`src/msfs_defs.svh`:
```
// register offsets, field positions, reset values and timing counts
// for the motor starter fault supervisor; included by its bare name
`ifndef MSFS_DEFS_SVH
`define MSFS_DEFS_SVH

// ----------------------------------------------------------------
// register byte offsets
// ----------------------------------------------------------------
`define MSFS_CTRL_OFS      8'h00
`define MSFS_CMD_OFS       8'h04
`define MSFS_STATUS_OFS    8'h08
`define MSFS_HIST0_OFS     8'h0C
`define MSFS_HIST_LAST_OFS 8'h1C

// ----------------------------------------------------------------
// control fields
// ----------------------------------------------------------------
`define MSFS_CTRL_THREE_WIRE 0
`define MSFS_CTRL_ISOLATING  1
`define MSFS_CTRL_PH_CHECK   2
`define MSFS_CTRL_PH_ORDER   3
`define MSFS_CTRL_FREQ_CHECK 4
`define MSFS_CTRL_THREE_PH   5
`define MSFS_CTRL_AUTORESET  6
`define MSFS_CTRL_INPUT_RST  7
`define MSFS_CTRL_THR_LSB    8
`define MSFS_CTRL_THR_MSB    15
`define MSFS_CTRL_RESET      16'h4064

// ----------------------------------------------------------------
// command and status fields
// ----------------------------------------------------------------
`define MSFS_CMD_CLR_CFG_PU  0
`define MSFS_CMD_CLR_CFG_SER 1
`define MSFS_ST_STATE_LSB    0
`define MSFS_ST_CODE_LSB     4
`define MSFS_ST_RETRY_LSB    8
`define MSFS_ST_RELAY1       12
`define MSFS_ST_RELAY2       13
`define MSFS_ST_DRIVE        14
`define MSFS_ST_CFG_PU       15
`define MSFS_ST_CFG_SER      16

// ----------------------------------------------------------------
// timing and counts
// ----------------------------------------------------------------
`define MSFS_CLK_HZ      64'd200000000
`define MSFS_RETRY_S     64'd60
`define MSFS_PL_1PH_MS   64'd500
`define MSFS_PL_3PH_MS   64'd200
`define MSFS_CS_LOSS_MS  64'd200
`define MSFS_FLASH_MS    64'd250
`define MSFS_RETRY_CYC   (`MSFS_RETRY_S * `MSFS_CLK_HZ)
`define MSFS_PL_1PH_CYC  (`MSFS_PL_1PH_MS * `MSFS_CLK_HZ / 64'd1000)
`define MSFS_PL_3PH_CYC  (`MSFS_PL_3PH_MS * `MSFS_CLK_HZ / 64'd1000)
`define MSFS_CS_LOSS_CYC (`MSFS_CS_LOSS_MS * `MSFS_CLK_HZ / 64'd1000)
`define MSFS_FLASH_CYC   (`MSFS_FLASH_MS * `MSFS_CLK_HZ / 64'd1000)
`define MSFS_RETRY_MAX   3'd6
`define MSFS_HIST_DEPTH  5

`endif

```
`src/msfs_pkg.sv`:
```
// types shared by the motor starter fault supervisor
// assumes msfs_defs.svh for widths of history depth
`include "msfs_defs.svh"

package msfs_pkg;

  typedef enum logic [2:0] {
    MSFS_OK, MSFS_LOCK_NR, MSFS_LOCK_RS, MSFS_LOCK_AR, MSFS_LOCK_MAN
  } msfs_state_t;

  typedef enum logic [3:0] {
    MSFS_FC_NONE, MSFS_FC_INTERNAL, MSFS_FC_OVERCURRENT,
    MSFS_FC_PHASE_INV, MSFS_FC_MEMORY, MSFS_FC_CFG_POWERUP,
    MSFS_FC_SERIAL_CFG, MSFS_FC_PHASE_LOSS, MSFS_FC_LINE_FREQ,
    MSFS_FC_CTL_LINE
  } msfs_code_t;

  // line, motor and internal monitoring inputs
  typedef struct packed {
    logic [7:0] motor_current;
    logic       line_phase_order;
    logic       line_phase_lost;
    logic       line_freq_out;
    logic       internal_fault;
    logic       overcurrent;
    logic       memory_fault;
    logic       cfg_invalid;
    logic       serial_cfg_bad;
    logic       ctl_supply_present;
  } msfs_mon_t;

  // run command terminals and logic input
  typedef struct packed {
    logic run;
    logic stop;
    logic fault_reset;
  } msfs_cmd_t;

  // outputs toward relays, power stage and display
  typedef struct packed {
    logic       fault_isolation_relay;
    logic       second_relay_output;
    logic       motor_drive;
    msfs_code_t fault_code;
    logic       display_on;
  } msfs_out_t;

  typedef struct packed {
    msfs_state_t                         st;
    msfs_code_t                          code;
    msfs_out_t                           out;
    logic                                flash;
    logic [26:0]                         flash_cnt;
    logic [26:0]                         pl_cnt;
    logic                                pl_fault;
    logic [26:0]                         cs_cnt;
    logic                                cs_lost;
    logic [35:0]                         retry_cnt;
    logic [2:0]                          retries;
    logic                                run_q;
    logic                                start_latch;
    logic                                cfg_pu;
    logic                                cfg_ser;
    logic                                pu_done;
    logic [15:0]                         ctrl;
    logic [`MSFS_HIST_DEPTH-1:0][3:0]    hist;
    logic [31:0]                         prdata;
    logic                                pready;
    logic                                pslverr;
  } msfs_regs_t;

endpackage : msfs_pkg

```
`src/msfs_supervisor.sv`:
```
// fault supervisor of a motor soft starter with an apb register slave
// assumes monitoring and run inputs synchronous to pclk
//
// Implementation choices: the register offsets and the APB interface to the registers.
`timescale 1ns/100ps
`include "msfs_defs.svh"

// Notes on behaviour
// - non-resettable fault locks, motor coasts
// - second relay opens; isolation relay after lockout
// - non-resettable cleared only by supply cycling
// - phase order mismatch gives inversion fault
// - present resettable/auto fault code flashes
// - five newest fault events kept, oldest dropped
// - resettable fault locks, coasts, opens second relay
// - first relay opens only when isolating
// - 2-wire resumes with run held after clear
// - 3-wire restarts only on fresh run edge
// - invalid stored config at power-up faults
// - incompatible serial config gives own fault
// - auto-reset fault restarts itself once cleared
// - fault relay stays closed during auto-reset unless isolating
// - six retries spaced sixty seconds apart
// - still present at sixth retry trips manual
// - low current 0.5 s/0.2 s is phase loss
// - lost line phase gives same phase code
// - configurable line frequency tolerance fault
// - control supply absent over 200 ms faults
// - manual fault cleared by new run edge, or by fault_reset instead when input_rst set
module msfs_supervisor #(
  parameter logic [35:0] RETRY_CYC   = 36'(`MSFS_RETRY_CYC),
  parameter logic [26:0] PL_1PH_CYC  = 27'(`MSFS_PL_1PH_CYC),
  parameter logic [26:0] PL_3PH_CYC  = 27'(`MSFS_PL_3PH_CYC),
  parameter logic [26:0] CS_LOSS_CYC = 27'(`MSFS_CS_LOSS_CYC),
  parameter logic [26:0] FLASH_CYC   = 27'(`MSFS_FLASH_CYC)
) (
  input  wire logic              pclk,
  input  wire logic              presetn,
  input  wire logic              psel,
  input  wire logic              penable,
  input  wire logic              pwrite,
  input  wire logic [7:0]        paddr,
  input  wire logic [31:0]       pwdata,
  output logic      [31:0]       prdata,
  output logic                   pready,
  output logic                   pslverr,
  input  wire msfs_pkg::msfs_mon_t mon,
  input  wire msfs_pkg::msfs_cmd_t cmd,
  output msfs_pkg::msfs_out_t    outs
);
  import msfs_pkg::*;

  // ----------------------------------------------------------------
  // decoding helpers
  // ----------------------------------------------------------------
  function automatic logic [1:0] rank(input msfs_state_t s);
    unique case (s)
      MSFS_OK:       rank = 2'd0;
      MSFS_LOCK_AR:  rank = 2'd1;
      MSFS_LOCK_MAN: rank = 2'd1;
      MSFS_LOCK_RS:  rank = 2'd2;
      MSFS_LOCK_NR:  rank = 2'd3;
    endcase
  endfunction : rank

  function automatic logic addr_hit(input logic [7:0] a,
                                    input logic [7:0] ofs);
    addr_hit = (a == ofs);
  endfunction : addr_hit

  // ----------------------------------------------------------------
  // state
  // ----------------------------------------------------------------
  msfs_regs_t  r_reg;
  msfs_regs_t  r_next;

  logic        three_wire;
  logic        iso;
  logic        autoreset;
  logic        input_rst;
  logic        run_rise;
  logic        nr_cond;
  logic        rs_cond;
  logic        ar_cond;
  msfs_code_t  top;
  logic        low_cur;
  logic [26:0] pl_lim;
  logic        apb_wr;
  logic        apb_rd;
  logic        hist_sel;
  logic [2:0]  hist_idx;
  logic [7:0]  hist_ofs;
  logic        retry_due;

  assign three_wire = r_reg.ctrl[`MSFS_CTRL_THREE_WIRE];
  assign iso        = r_reg.ctrl[`MSFS_CTRL_ISOLATING];
  assign autoreset  = r_reg.ctrl[`MSFS_CTRL_AUTORESET];
  assign input_rst  = r_reg.ctrl[`MSFS_CTRL_INPUT_RST];
  assign run_rise   = cmd.run & ~r_reg.run_q;
  assign low_cur    = mon.motor_current <
                      r_reg.ctrl[`MSFS_CTRL_THR_MSB:`MSFS_CTRL_THR_LSB];
  assign pl_lim     = r_reg.ctrl[`MSFS_CTRL_THREE_PH] ? PL_3PH_CYC
                                                      : PL_1PH_CYC;
  // a write lands only at the access edge that samples pready high
  assign apb_wr     = psel & penable & pwrite & r_reg.pready;
  assign apb_rd     = psel & ~penable & ~pwrite;
  assign hist_ofs   = paddr - `MSFS_HIST0_OFS;
  assign hist_sel   = (paddr >= `MSFS_HIST0_OFS) &&
                      (paddr <= `MSFS_HIST_LAST_OFS) &&
                      (paddr[1:0] == 2'b00);
  assign hist_idx   = hist_ofs[4:2];
  assign retry_due  = (r_reg.retry_cnt >= RETRY_CYC - 36'd1);

  // ----------------------------------------------------------------
  // fault sorting by class, most severe first
  // ----------------------------------------------------------------
  always_comb begin
    top = MSFS_FC_NONE;
    if (r_reg.ctrl[`MSFS_CTRL_FREQ_CHECK] & mon.line_freq_out) begin
      top = MSFS_FC_LINE_FREQ;
    end
    if (r_reg.pl_fault | mon.line_phase_lost) begin
      top = MSFS_FC_PHASE_LOSS;
    end
    if (r_reg.cs_cnt >= CS_LOSS_CYC) begin
      top = MSFS_FC_CTL_LINE;
    end
    if (r_reg.cfg_ser) begin
      top = MSFS_FC_SERIAL_CFG;
    end
    if (r_reg.cfg_pu) begin
      top = MSFS_FC_CFG_POWERUP;
    end
    if (mon.memory_fault) begin
      top = MSFS_FC_MEMORY;
    end
    if (r_reg.ctrl[`MSFS_CTRL_PH_CHECK] &
        (mon.line_phase_order != r_reg.ctrl[`MSFS_CTRL_PH_ORDER])) begin
      top = MSFS_FC_PHASE_INV;
    end
    if (mon.overcurrent) begin
      top = MSFS_FC_OVERCURRENT;
    end
    if (mon.internal_fault) begin
      top = MSFS_FC_INTERNAL;
    end
    nr_cond = (top == MSFS_FC_INTERNAL) || (top == MSFS_FC_OVERCURRENT) ||
              (top == MSFS_FC_PHASE_INV) || (top == MSFS_FC_MEMORY);
    rs_cond = (top == MSFS_FC_CFG_POWERUP) || (top == MSFS_FC_SERIAL_CFG);
    ar_cond = (top == MSFS_FC_CTL_LINE) || (top == MSFS_FC_PHASE_LOSS) ||
              (top == MSFS_FC_LINE_FREQ);
  end

  // ----------------------------------------------------------------
  // next state
  // ----------------------------------------------------------------
  always_comb begin
    r_next = r_reg;
    r_next.run_q = cmd.run;

    // power-up configuration check, caught once after reset release
    if (!r_reg.pu_done) begin
      r_next.pu_done = 1'b1;
      r_next.cfg_pu  = mon.cfg_invalid;
    end
    if (apb_wr && addr_hit(paddr, `MSFS_CMD_OFS) &&
        pwdata[`MSFS_CMD_CLR_CFG_PU] && r_reg.pu_done) begin
      r_next.cfg_pu = 1'b0;
    end
    // set wins over a clear in the same cycle
    if (apb_wr && addr_hit(paddr, `MSFS_CMD_OFS) &&
        pwdata[`MSFS_CMD_CLR_CFG_SER]) begin
      r_next.cfg_ser = 1'b0;
    end
    if (mon.serial_cfg_bad) begin
      r_next.cfg_ser = 1'b1;
    end
    if (apb_wr && addr_hit(paddr, `MSFS_CTRL_OFS)) begin
      r_next.ctrl = pwdata[15:0];
    end

    // control supply absence timer
    if (mon.ctl_supply_present) begin
      r_next.cs_cnt = 27'd0;
    end else if (r_reg.cs_cnt < CS_LOSS_CYC) begin
      r_next.cs_cnt = r_reg.cs_cnt + 27'd1;
    end

    // motor phase loss while driving
    if (r_reg.out.motor_drive && low_cur) begin
      if (r_reg.pl_cnt >= pl_lim - 27'd1) begin
        r_next.pl_fault = 1'b1;
      end else begin
        r_next.pl_cnt = r_reg.pl_cnt + 27'd1;
      end
    end else begin
      r_next.pl_cnt = 27'd0;
    end

    // fault state machine
    unique case (r_reg.st)
      MSFS_OK: begin
        r_next.retries = 3'd0;
        if (nr_cond) begin
          r_next.st = MSFS_LOCK_NR;
        end else if (rs_cond) begin
          r_next.st = MSFS_LOCK_RS;
        end else if (ar_cond) begin
          r_next.st = autoreset ? MSFS_LOCK_AR : MSFS_LOCK_MAN;
        end
      end
      MSFS_LOCK_NR: begin
        if (!mon.ctl_supply_present) begin
          r_next.cs_lost = 1'b1;
        end else if (r_reg.cs_lost) begin
          r_next.cs_lost = 1'b0;
          r_next.st      = MSFS_OK;
        end
      end
      MSFS_LOCK_RS: begin
        if (nr_cond) begin
          r_next.st = MSFS_LOCK_NR;
        end else if (!rs_cond) begin
          r_next.st = MSFS_OK;
        end
      end
      MSFS_LOCK_AR: begin
        r_next.retry_cnt = r_reg.retry_cnt + 36'd1;
        if (nr_cond) begin
          r_next.st = MSFS_LOCK_NR;
        end else if (rs_cond) begin
          r_next.st = MSFS_LOCK_RS;
        end else if (!ar_cond) begin
          r_next.st      = MSFS_OK;
          r_next.retries = 3'd0;
        end else if (retry_due) begin
          r_next.retry_cnt = 36'd0;
          r_next.pl_fault  = 1'b0;
          r_next.retries   = r_reg.retries + 3'd1;
          if (r_reg.retries + 3'd1 >= `MSFS_RETRY_MAX) begin
            r_next.st = MSFS_LOCK_MAN;
          end
        end
      end
      MSFS_LOCK_MAN: begin
        r_next.pl_fault = 1'b0;
        if (nr_cond) begin
          r_next.st = MSFS_LOCK_NR;
        end else if (rs_cond) begin
          r_next.st = MSFS_LOCK_RS;
        end else if (!ar_cond &&
                     ((!input_rst && run_rise) ||
                      (input_rst && cmd.fault_reset))) begin
          r_next.st      = MSFS_OK;
          r_next.retries = 3'd0;
        end
      end
    endcase
    if (r_next.st != MSFS_LOCK_AR) begin
      r_next.retry_cnt = 36'd0;
    end
    if (r_next.st != MSFS_LOCK_NR) begin
      r_next.cs_lost = 1'b0;
    end

    // history shifts in on entry to a more severe class
    if (rank(r_next.st) > rank(r_reg.st)) begin
      for (int i = `MSFS_HIST_DEPTH - 1; i > 0; i--) begin
        r_next.hist[i] = r_reg.hist[i-1];
      end
      r_next.hist[0] = top;
    end

    // run command: 2-wire level, 3-wire latched start edge
    if ((r_next.st != MSFS_OK) || cmd.stop) begin
      r_next.start_latch = 1'b0;
    end else if (run_rise && (r_reg.st == MSFS_OK)) begin
      r_next.start_latch = 1'b1;
    end
    r_next.out.motor_drive = (r_next.st == MSFS_OK) &&
      (three_wire ? r_next.start_latch : cmd.run);

    // relays
    r_next.out.second_relay_output = (r_next.st == MSFS_OK);
    unique case (r_next.st)
      MSFS_OK:       r_next.out.fault_isolation_relay = 1'b1;
      MSFS_LOCK_NR:  r_next.out.fault_isolation_relay =
                       r_reg.out.motor_drive;
      MSFS_LOCK_RS:  r_next.out.fault_isolation_relay = ~iso;
      MSFS_LOCK_AR:  r_next.out.fault_isolation_relay = ~iso;
      MSFS_LOCK_MAN: r_next.out.fault_isolation_relay = 1'b0;
    endcase

    // flashing fault code
    if (r_reg.flash_cnt >= FLASH_CYC - 27'd1) begin
      r_next.flash_cnt = 27'd0;
      r_next.flash     = ~r_reg.flash;
    end else begin
      r_next.flash_cnt = r_reg.flash_cnt + 27'd1;
    end
    if (r_next.st == MSFS_OK) begin
      r_next.code = MSFS_FC_NONE;
    end else if ((r_next.st == MSFS_LOCK_NR) && !nr_cond) begin
      r_next.code = r_reg.code;
    end else begin
      r_next.code = top;
    end
    r_next.out.fault_code = r_next.code;
    r_next.out.display_on = (r_next.code != MSFS_FC_NONE) &&
                            r_next.flash;

    // apb answer one cycle after setup
    r_next.pready  = psel & ~penable;
    r_next.pslverr = 1'b0;
    r_next.prdata  = 32'h0000_0000;
    if (psel & ~penable) begin
      if (addr_hit(paddr, `MSFS_CTRL_OFS)) begin
        r_next.prdata = {16'h0000, r_reg.ctrl};
      end else if (addr_hit(paddr, `MSFS_CMD_OFS)) begin
        r_next.prdata = 32'h0000_0000;
      end else if (addr_hit(paddr, `MSFS_STATUS_OFS) && apb_rd) begin
        r_next.prdata[`MSFS_ST_STATE_LSB +: 3] = r_reg.st;
        r_next.prdata[`MSFS_ST_CODE_LSB +: 4]  = r_reg.code;
        r_next.prdata[`MSFS_ST_RETRY_LSB +: 3] = r_reg.retries;
        r_next.prdata[`MSFS_ST_RELAY1]  = r_reg.out.fault_isolation_relay;
        r_next.prdata[`MSFS_ST_RELAY2]  = r_reg.out.second_relay_output;
        r_next.prdata[`MSFS_ST_DRIVE]   = r_reg.out.motor_drive;
        r_next.prdata[`MSFS_ST_CFG_PU]  = r_reg.cfg_pu;
        r_next.prdata[`MSFS_ST_CFG_SER] = r_reg.cfg_ser;
      end else if (hist_sel && apb_rd) begin
        r_next.prdata[3:0] = r_reg.hist[hist_idx];
      end else begin
        r_next.pslverr = 1'b1;
      end
    end
  end

  // ----------------------------------------------------------------
  // registers
  // ----------------------------------------------------------------
  always_ff @(posedge pclk or negedge presetn) begin
    if (!presetn) begin
      r_reg      <= '0;
      r_reg.st   <= MSFS_OK;
      r_reg.code <= MSFS_FC_NONE;
      r_reg.ctrl <= `MSFS_CTRL_RESET;
    end else begin
      r_reg <= r_next;
    end
  end

  assign prdata  = r_reg.prdata;
  assign pready  = r_reg.pready;
  assign pslverr = r_reg.pslverr;
  assign outs    = r_reg.out;

endmodule : msfs_supervisor

```
`config.mk`:
```
export PLATFORM = sky130hd
export DESIGN_NAME = msfs_supervisor
export DESIGN_NICKNAME = d
export VERILOG_FILES = /design/src/msfs_pkg.sv /design/src/msfs_supervisor.sv
export VERILOG_INCLUDE_DIRS = /design/src
export SDC_FILE = /design/constraint.sdc
export NUM_CORES = 1
export LEC_CHECK = 0
export BUFFER_PORTS_ARGS = -buffer_cell sky130_fd_sc_hd__buf_2
export CAP_MARGIN = 20
export CORE_UTILIZATION = 35
export CTS_CLUSTER_SIZE = 10
export DETAILED_ROUTE_END_ITERATION = 8
export GPL_TIMING_DRIVEN = 0
export SLEW_MARGIN = 20
export SYNTH_ARGS = -nofsm -noshare
export SYNTH_HDL_FRONTEND = slang
export SYNTH_SLANG_ARGS = --single-unit
```
`constraint.sdc`:
```
create_clock -name pclk -period 5.9 [get_ports pclk]
set_input_delay 0.295 -clock pclk [delete_from_list [all_inputs] [get_ports pclk]]
set_output_delay 0.295 -clock pclk [all_outputs]
set_load 0.01 [all_outputs]
```
==> impl_metrics.json <==
{
  "status": "complete, no violations",
  "min_path_type": "in2reg",
  "synth.top_cell.area_share_pct": 44.9,
  "grt_use_met1_pct": 20.9,
  "ys.flop_type": "dfrtp_1",
  "fp.coreArea_um2": 29700,
  "hold_depth": 1,
  "vias": 8024,
  "io_pins": 107,
  "ant_nets": 0,
  "gp_congestion": 0.907,
  "finalHoldViolations": 0,
  "cts_tree": "yes",
  "dp.final_hpwl_mm": 17.5,
  "syn_avg_cell_area_um2": 9.51,
  "period_needed_ns": 5.12,
  "cts_sinks": 194,
  "track_usage_pct": 15.8,
  "seq_area_um2": 4860,
  "async_reset_ff_share_pct": 100,
  "nets": 1324,
  "clockBufferDepth": 2,
  "clockRootBuffer": "clkbuf_16",
  "min_period_over_period_pct": 86.7,
  "path_class": "reg2reg",
  "grt_pass1_vias": 7615,
  "avgRoutedWirePerCell_um": 14.4,
  "grt_max_degree": 82,
  "io_buffers": 74,
  "reg2reg_depth": 15,
  "fmax_mhz": 195,
  "setup_tns_ns": 0,
  "synth_warnings": 0,
  "grt_pass1_wl_mm": 38.8,
  "startpoint_type": "flip-flop",
  "path_max_fanout": 10,
  "fillers": 2898,
  "yosysTopAreaCell": "dfrtp_1",
  "htree_levels": 4,
  "fp-row-count": 63,
  "fin_area_um2": 12200,
  "die_w_um": 176,
  "p_leak_nw": 5.48,
  "drc": 0,
  "cts_setup_buffers": 0,
  "antenna_found_initial": 1,
  "relSlewSlack_pct": 50.1,
  "use_met3_pct": 2.49,
  "critPathRequiredTime_ns": 6.21,
  "tightest_slew_ns": 0.749,
  "grt_busiest_layer": "met2",
  "drv_slew": 0,
  "area_delta_synth_final_pct": 15.0,
  "final_layout_size_suffix_gt1_share_pct": 17.1,
  "grt.overflow.total": 0,
  "yosys.cell_types.count": 80,
  "synth_area_um2": 10600,
  "place_ws_ns": 0.879,
  "multi_input_area_um2": 5210,
  "syn_inst": 1113,
  "clock_skew_ns": 0.0159,
  "yosysSeqAreaShare_pct": 45.9,
  "critical_path_arrival_ns": 5.42,
  "irDropWorstVdd_mv": 0.164,
  "die-area_um2": 30900,
  "power_density_nw_per_um2": 255,
  "cts_buffers": 17,
  "largest_reg_flops": 164,
  "synth_edf_count": 0,
  "drt_iter0_drc": 485,
  "cp-end-kind": "flip-flop",
  "maxCapViolations": 0,
  "first_pass_iters": 4,
  "cts_resized": 0,
  "place_area_um2": 11600,
  "clkTransAtPathRegs_ns": 0.07,
  "die_height_um": 176,
  "clk_latency_ns": 0.43,
  "via_per_inst": 4.92,
  "start_util_pct": 35.6,
  "hold_buffers": 1,
  "setup_viol": 0,
  "grtUsageMet2_pct": 26.1,
  "synthTopCellsByArea": "dfrtp_1 (45%), nor2_1 (6.1%), xor2_1 (5.0%), ha_1 (3.9%), nand2_1 (3.6%)",
  "wirelength_mm": 23.5,
  "rsz0062_at_grt": "false",
  "ys_ff_latch": 194,
  "setup_ws_ns": 0.782
}
-- synth_stat cells (all sizes together) (3+ instances only) --
cell,n
nor2b,4
or2,7
or4,5
nand4,13
o21ai,46
xnor2,39
or3,11
nor4b,4
a22oi,13
dfstp,4
ha,33
mux2i,5
buf,45
nor3b,4
nand3b,3
a21oi,32
a21o,16
a32oi,3
mux2,26
nand2b,9
a41oi,3
and2,6
nand2,102
o211ai,5
mux4,4
xor2,60
inv,42
o21a,3
and3,23
nand3,62
nor2,174
dfrtp,190
nor4,12
nor3,30
clkbuf,25
o31ai,5
a31oi,6
a21boi,3
a211o,4
-- report_power, final --
group	internal (W)	switching [W]	total (W)
combinational	0.000236	0.000284	0.000521
clock	0.000601	0.000525	0.00113
sequential	0.00141	0.0000527	0.00146
-- path summary, 6_finish.rpt --
kind,startpoint,to,slack [ns]
min in group asynchronous,presetn,r_reg[184]$_DFF_PN0_,0.32
min,cmd[2],r_reg[74]$_DFF_PN0_,0.02
max,r_reg[133]$_DFFE_PN0P_,r_reg[40]$_DFFE_PN0N_,0.78
min reg2reg,r_reg[70]$_DFF_PN0_,r_reg[72]$_DFFE_PN0P_,0.47
max reg2reg,r_reg[133]$_DFFE_PN0P_,r_reg[40]$_DFFE_PN0N_,0.78
max in group asynchronous,presetn,r_reg[56]$_DFFE_PN1P_,4.50
-- area by class of cell --
type | instances | area share (%)
clock buffers | 19 | 3.64
clock inverters | 13 | 1.05
multi-input cells | 822 | 42.8
repair buffers | 79 | 3.78
well taps | 390 | 4.01
plain buffers | 70 | 3.52
inverters | 42 | 1.30
diodes | 1 | 0.0206
flip-flops and latches | 194 | 39.9
-- worst max-delay path: stages (launching register included) --
cell and delay [ns]:
dfrtp_1 0.35, buf_2 0.16, nor4_1 0.37, o2bb2ai_1 0.21
o221ai_1 0.17, a21oi_1 0.64, a21boi_4 0.38, or3_1 0.25
o2111ai_4 0.24, and2_1 0.29, nor3_1 0.18, ha_1 0.27
nor2b_1 0.13, o21ai_1 0.46, clkbuf_1 0.50, mux2_2 0.39
-- metal layers --
layer  vias up  wire length (um)
li1       4010                 -
met1      3880             11000
met2       114             11400
met3        20               630
met4         0               508
met5         -                 0
-- cells in the final DEF, fill, tap and decap left out, types with 5 or more instances in the layout --
master / instances
clkbuf_1: 26
and3_1: 23
nand2b_1: 9
o21ai_0: 41
clkbuf_16: 17
ha_1: 33
nand3_1: 61
o211ai_1: 5
and2_1: 6
mux2i_1: 5
xor2_1: 60
a22oi_1: 12
inv_1: 41
a31oi_1: 6
dfrtp_1: 190
o31ai_1: 5
nor2_1: 173
buf_2: 76
xnor2_1: 39
conb_1: 17
mux2_2: 26
nand2_1: 102
clkinvlp_4: 5
a21oi_1: 31
buf_4: 43
nor4_1: 10
or3_1: 11
nor3_1: 29
a21o_1: 16
nand4_1: 13
-- cells by family (layout without fill, tap and decap cells) --
kind of cell	after synthesis	count (layout)	share of synthesized area, %
AOI/OAI and AO/OA	164	164	10.6
adders and majority gates	33	33	3.90
and+or+nand+nor	474	474	21.7
muxes	35	35	4.09
xor gates and xnor gates	99	99	8.19
buffers and inverters	112	223	5.53
DFF	194	194	45.9
other	2	18	0.0710
-- metrics by stage --
stage               total power [W]  utilization, %  std cells  hold WS, ns
floorplan                   0.00184               -       1128    -0.000591
global placement            0.00199            38.7       1592        0.448
detailed placement          0.00201            39.0       1596        0.179
CTS                         0.00314            41.0       1629      0.00913
global route                0.00326            41.0       1629       0.0152
finish                      0.00310            41.0       1630       0.0196
Power figures use the tool's default switching activity.
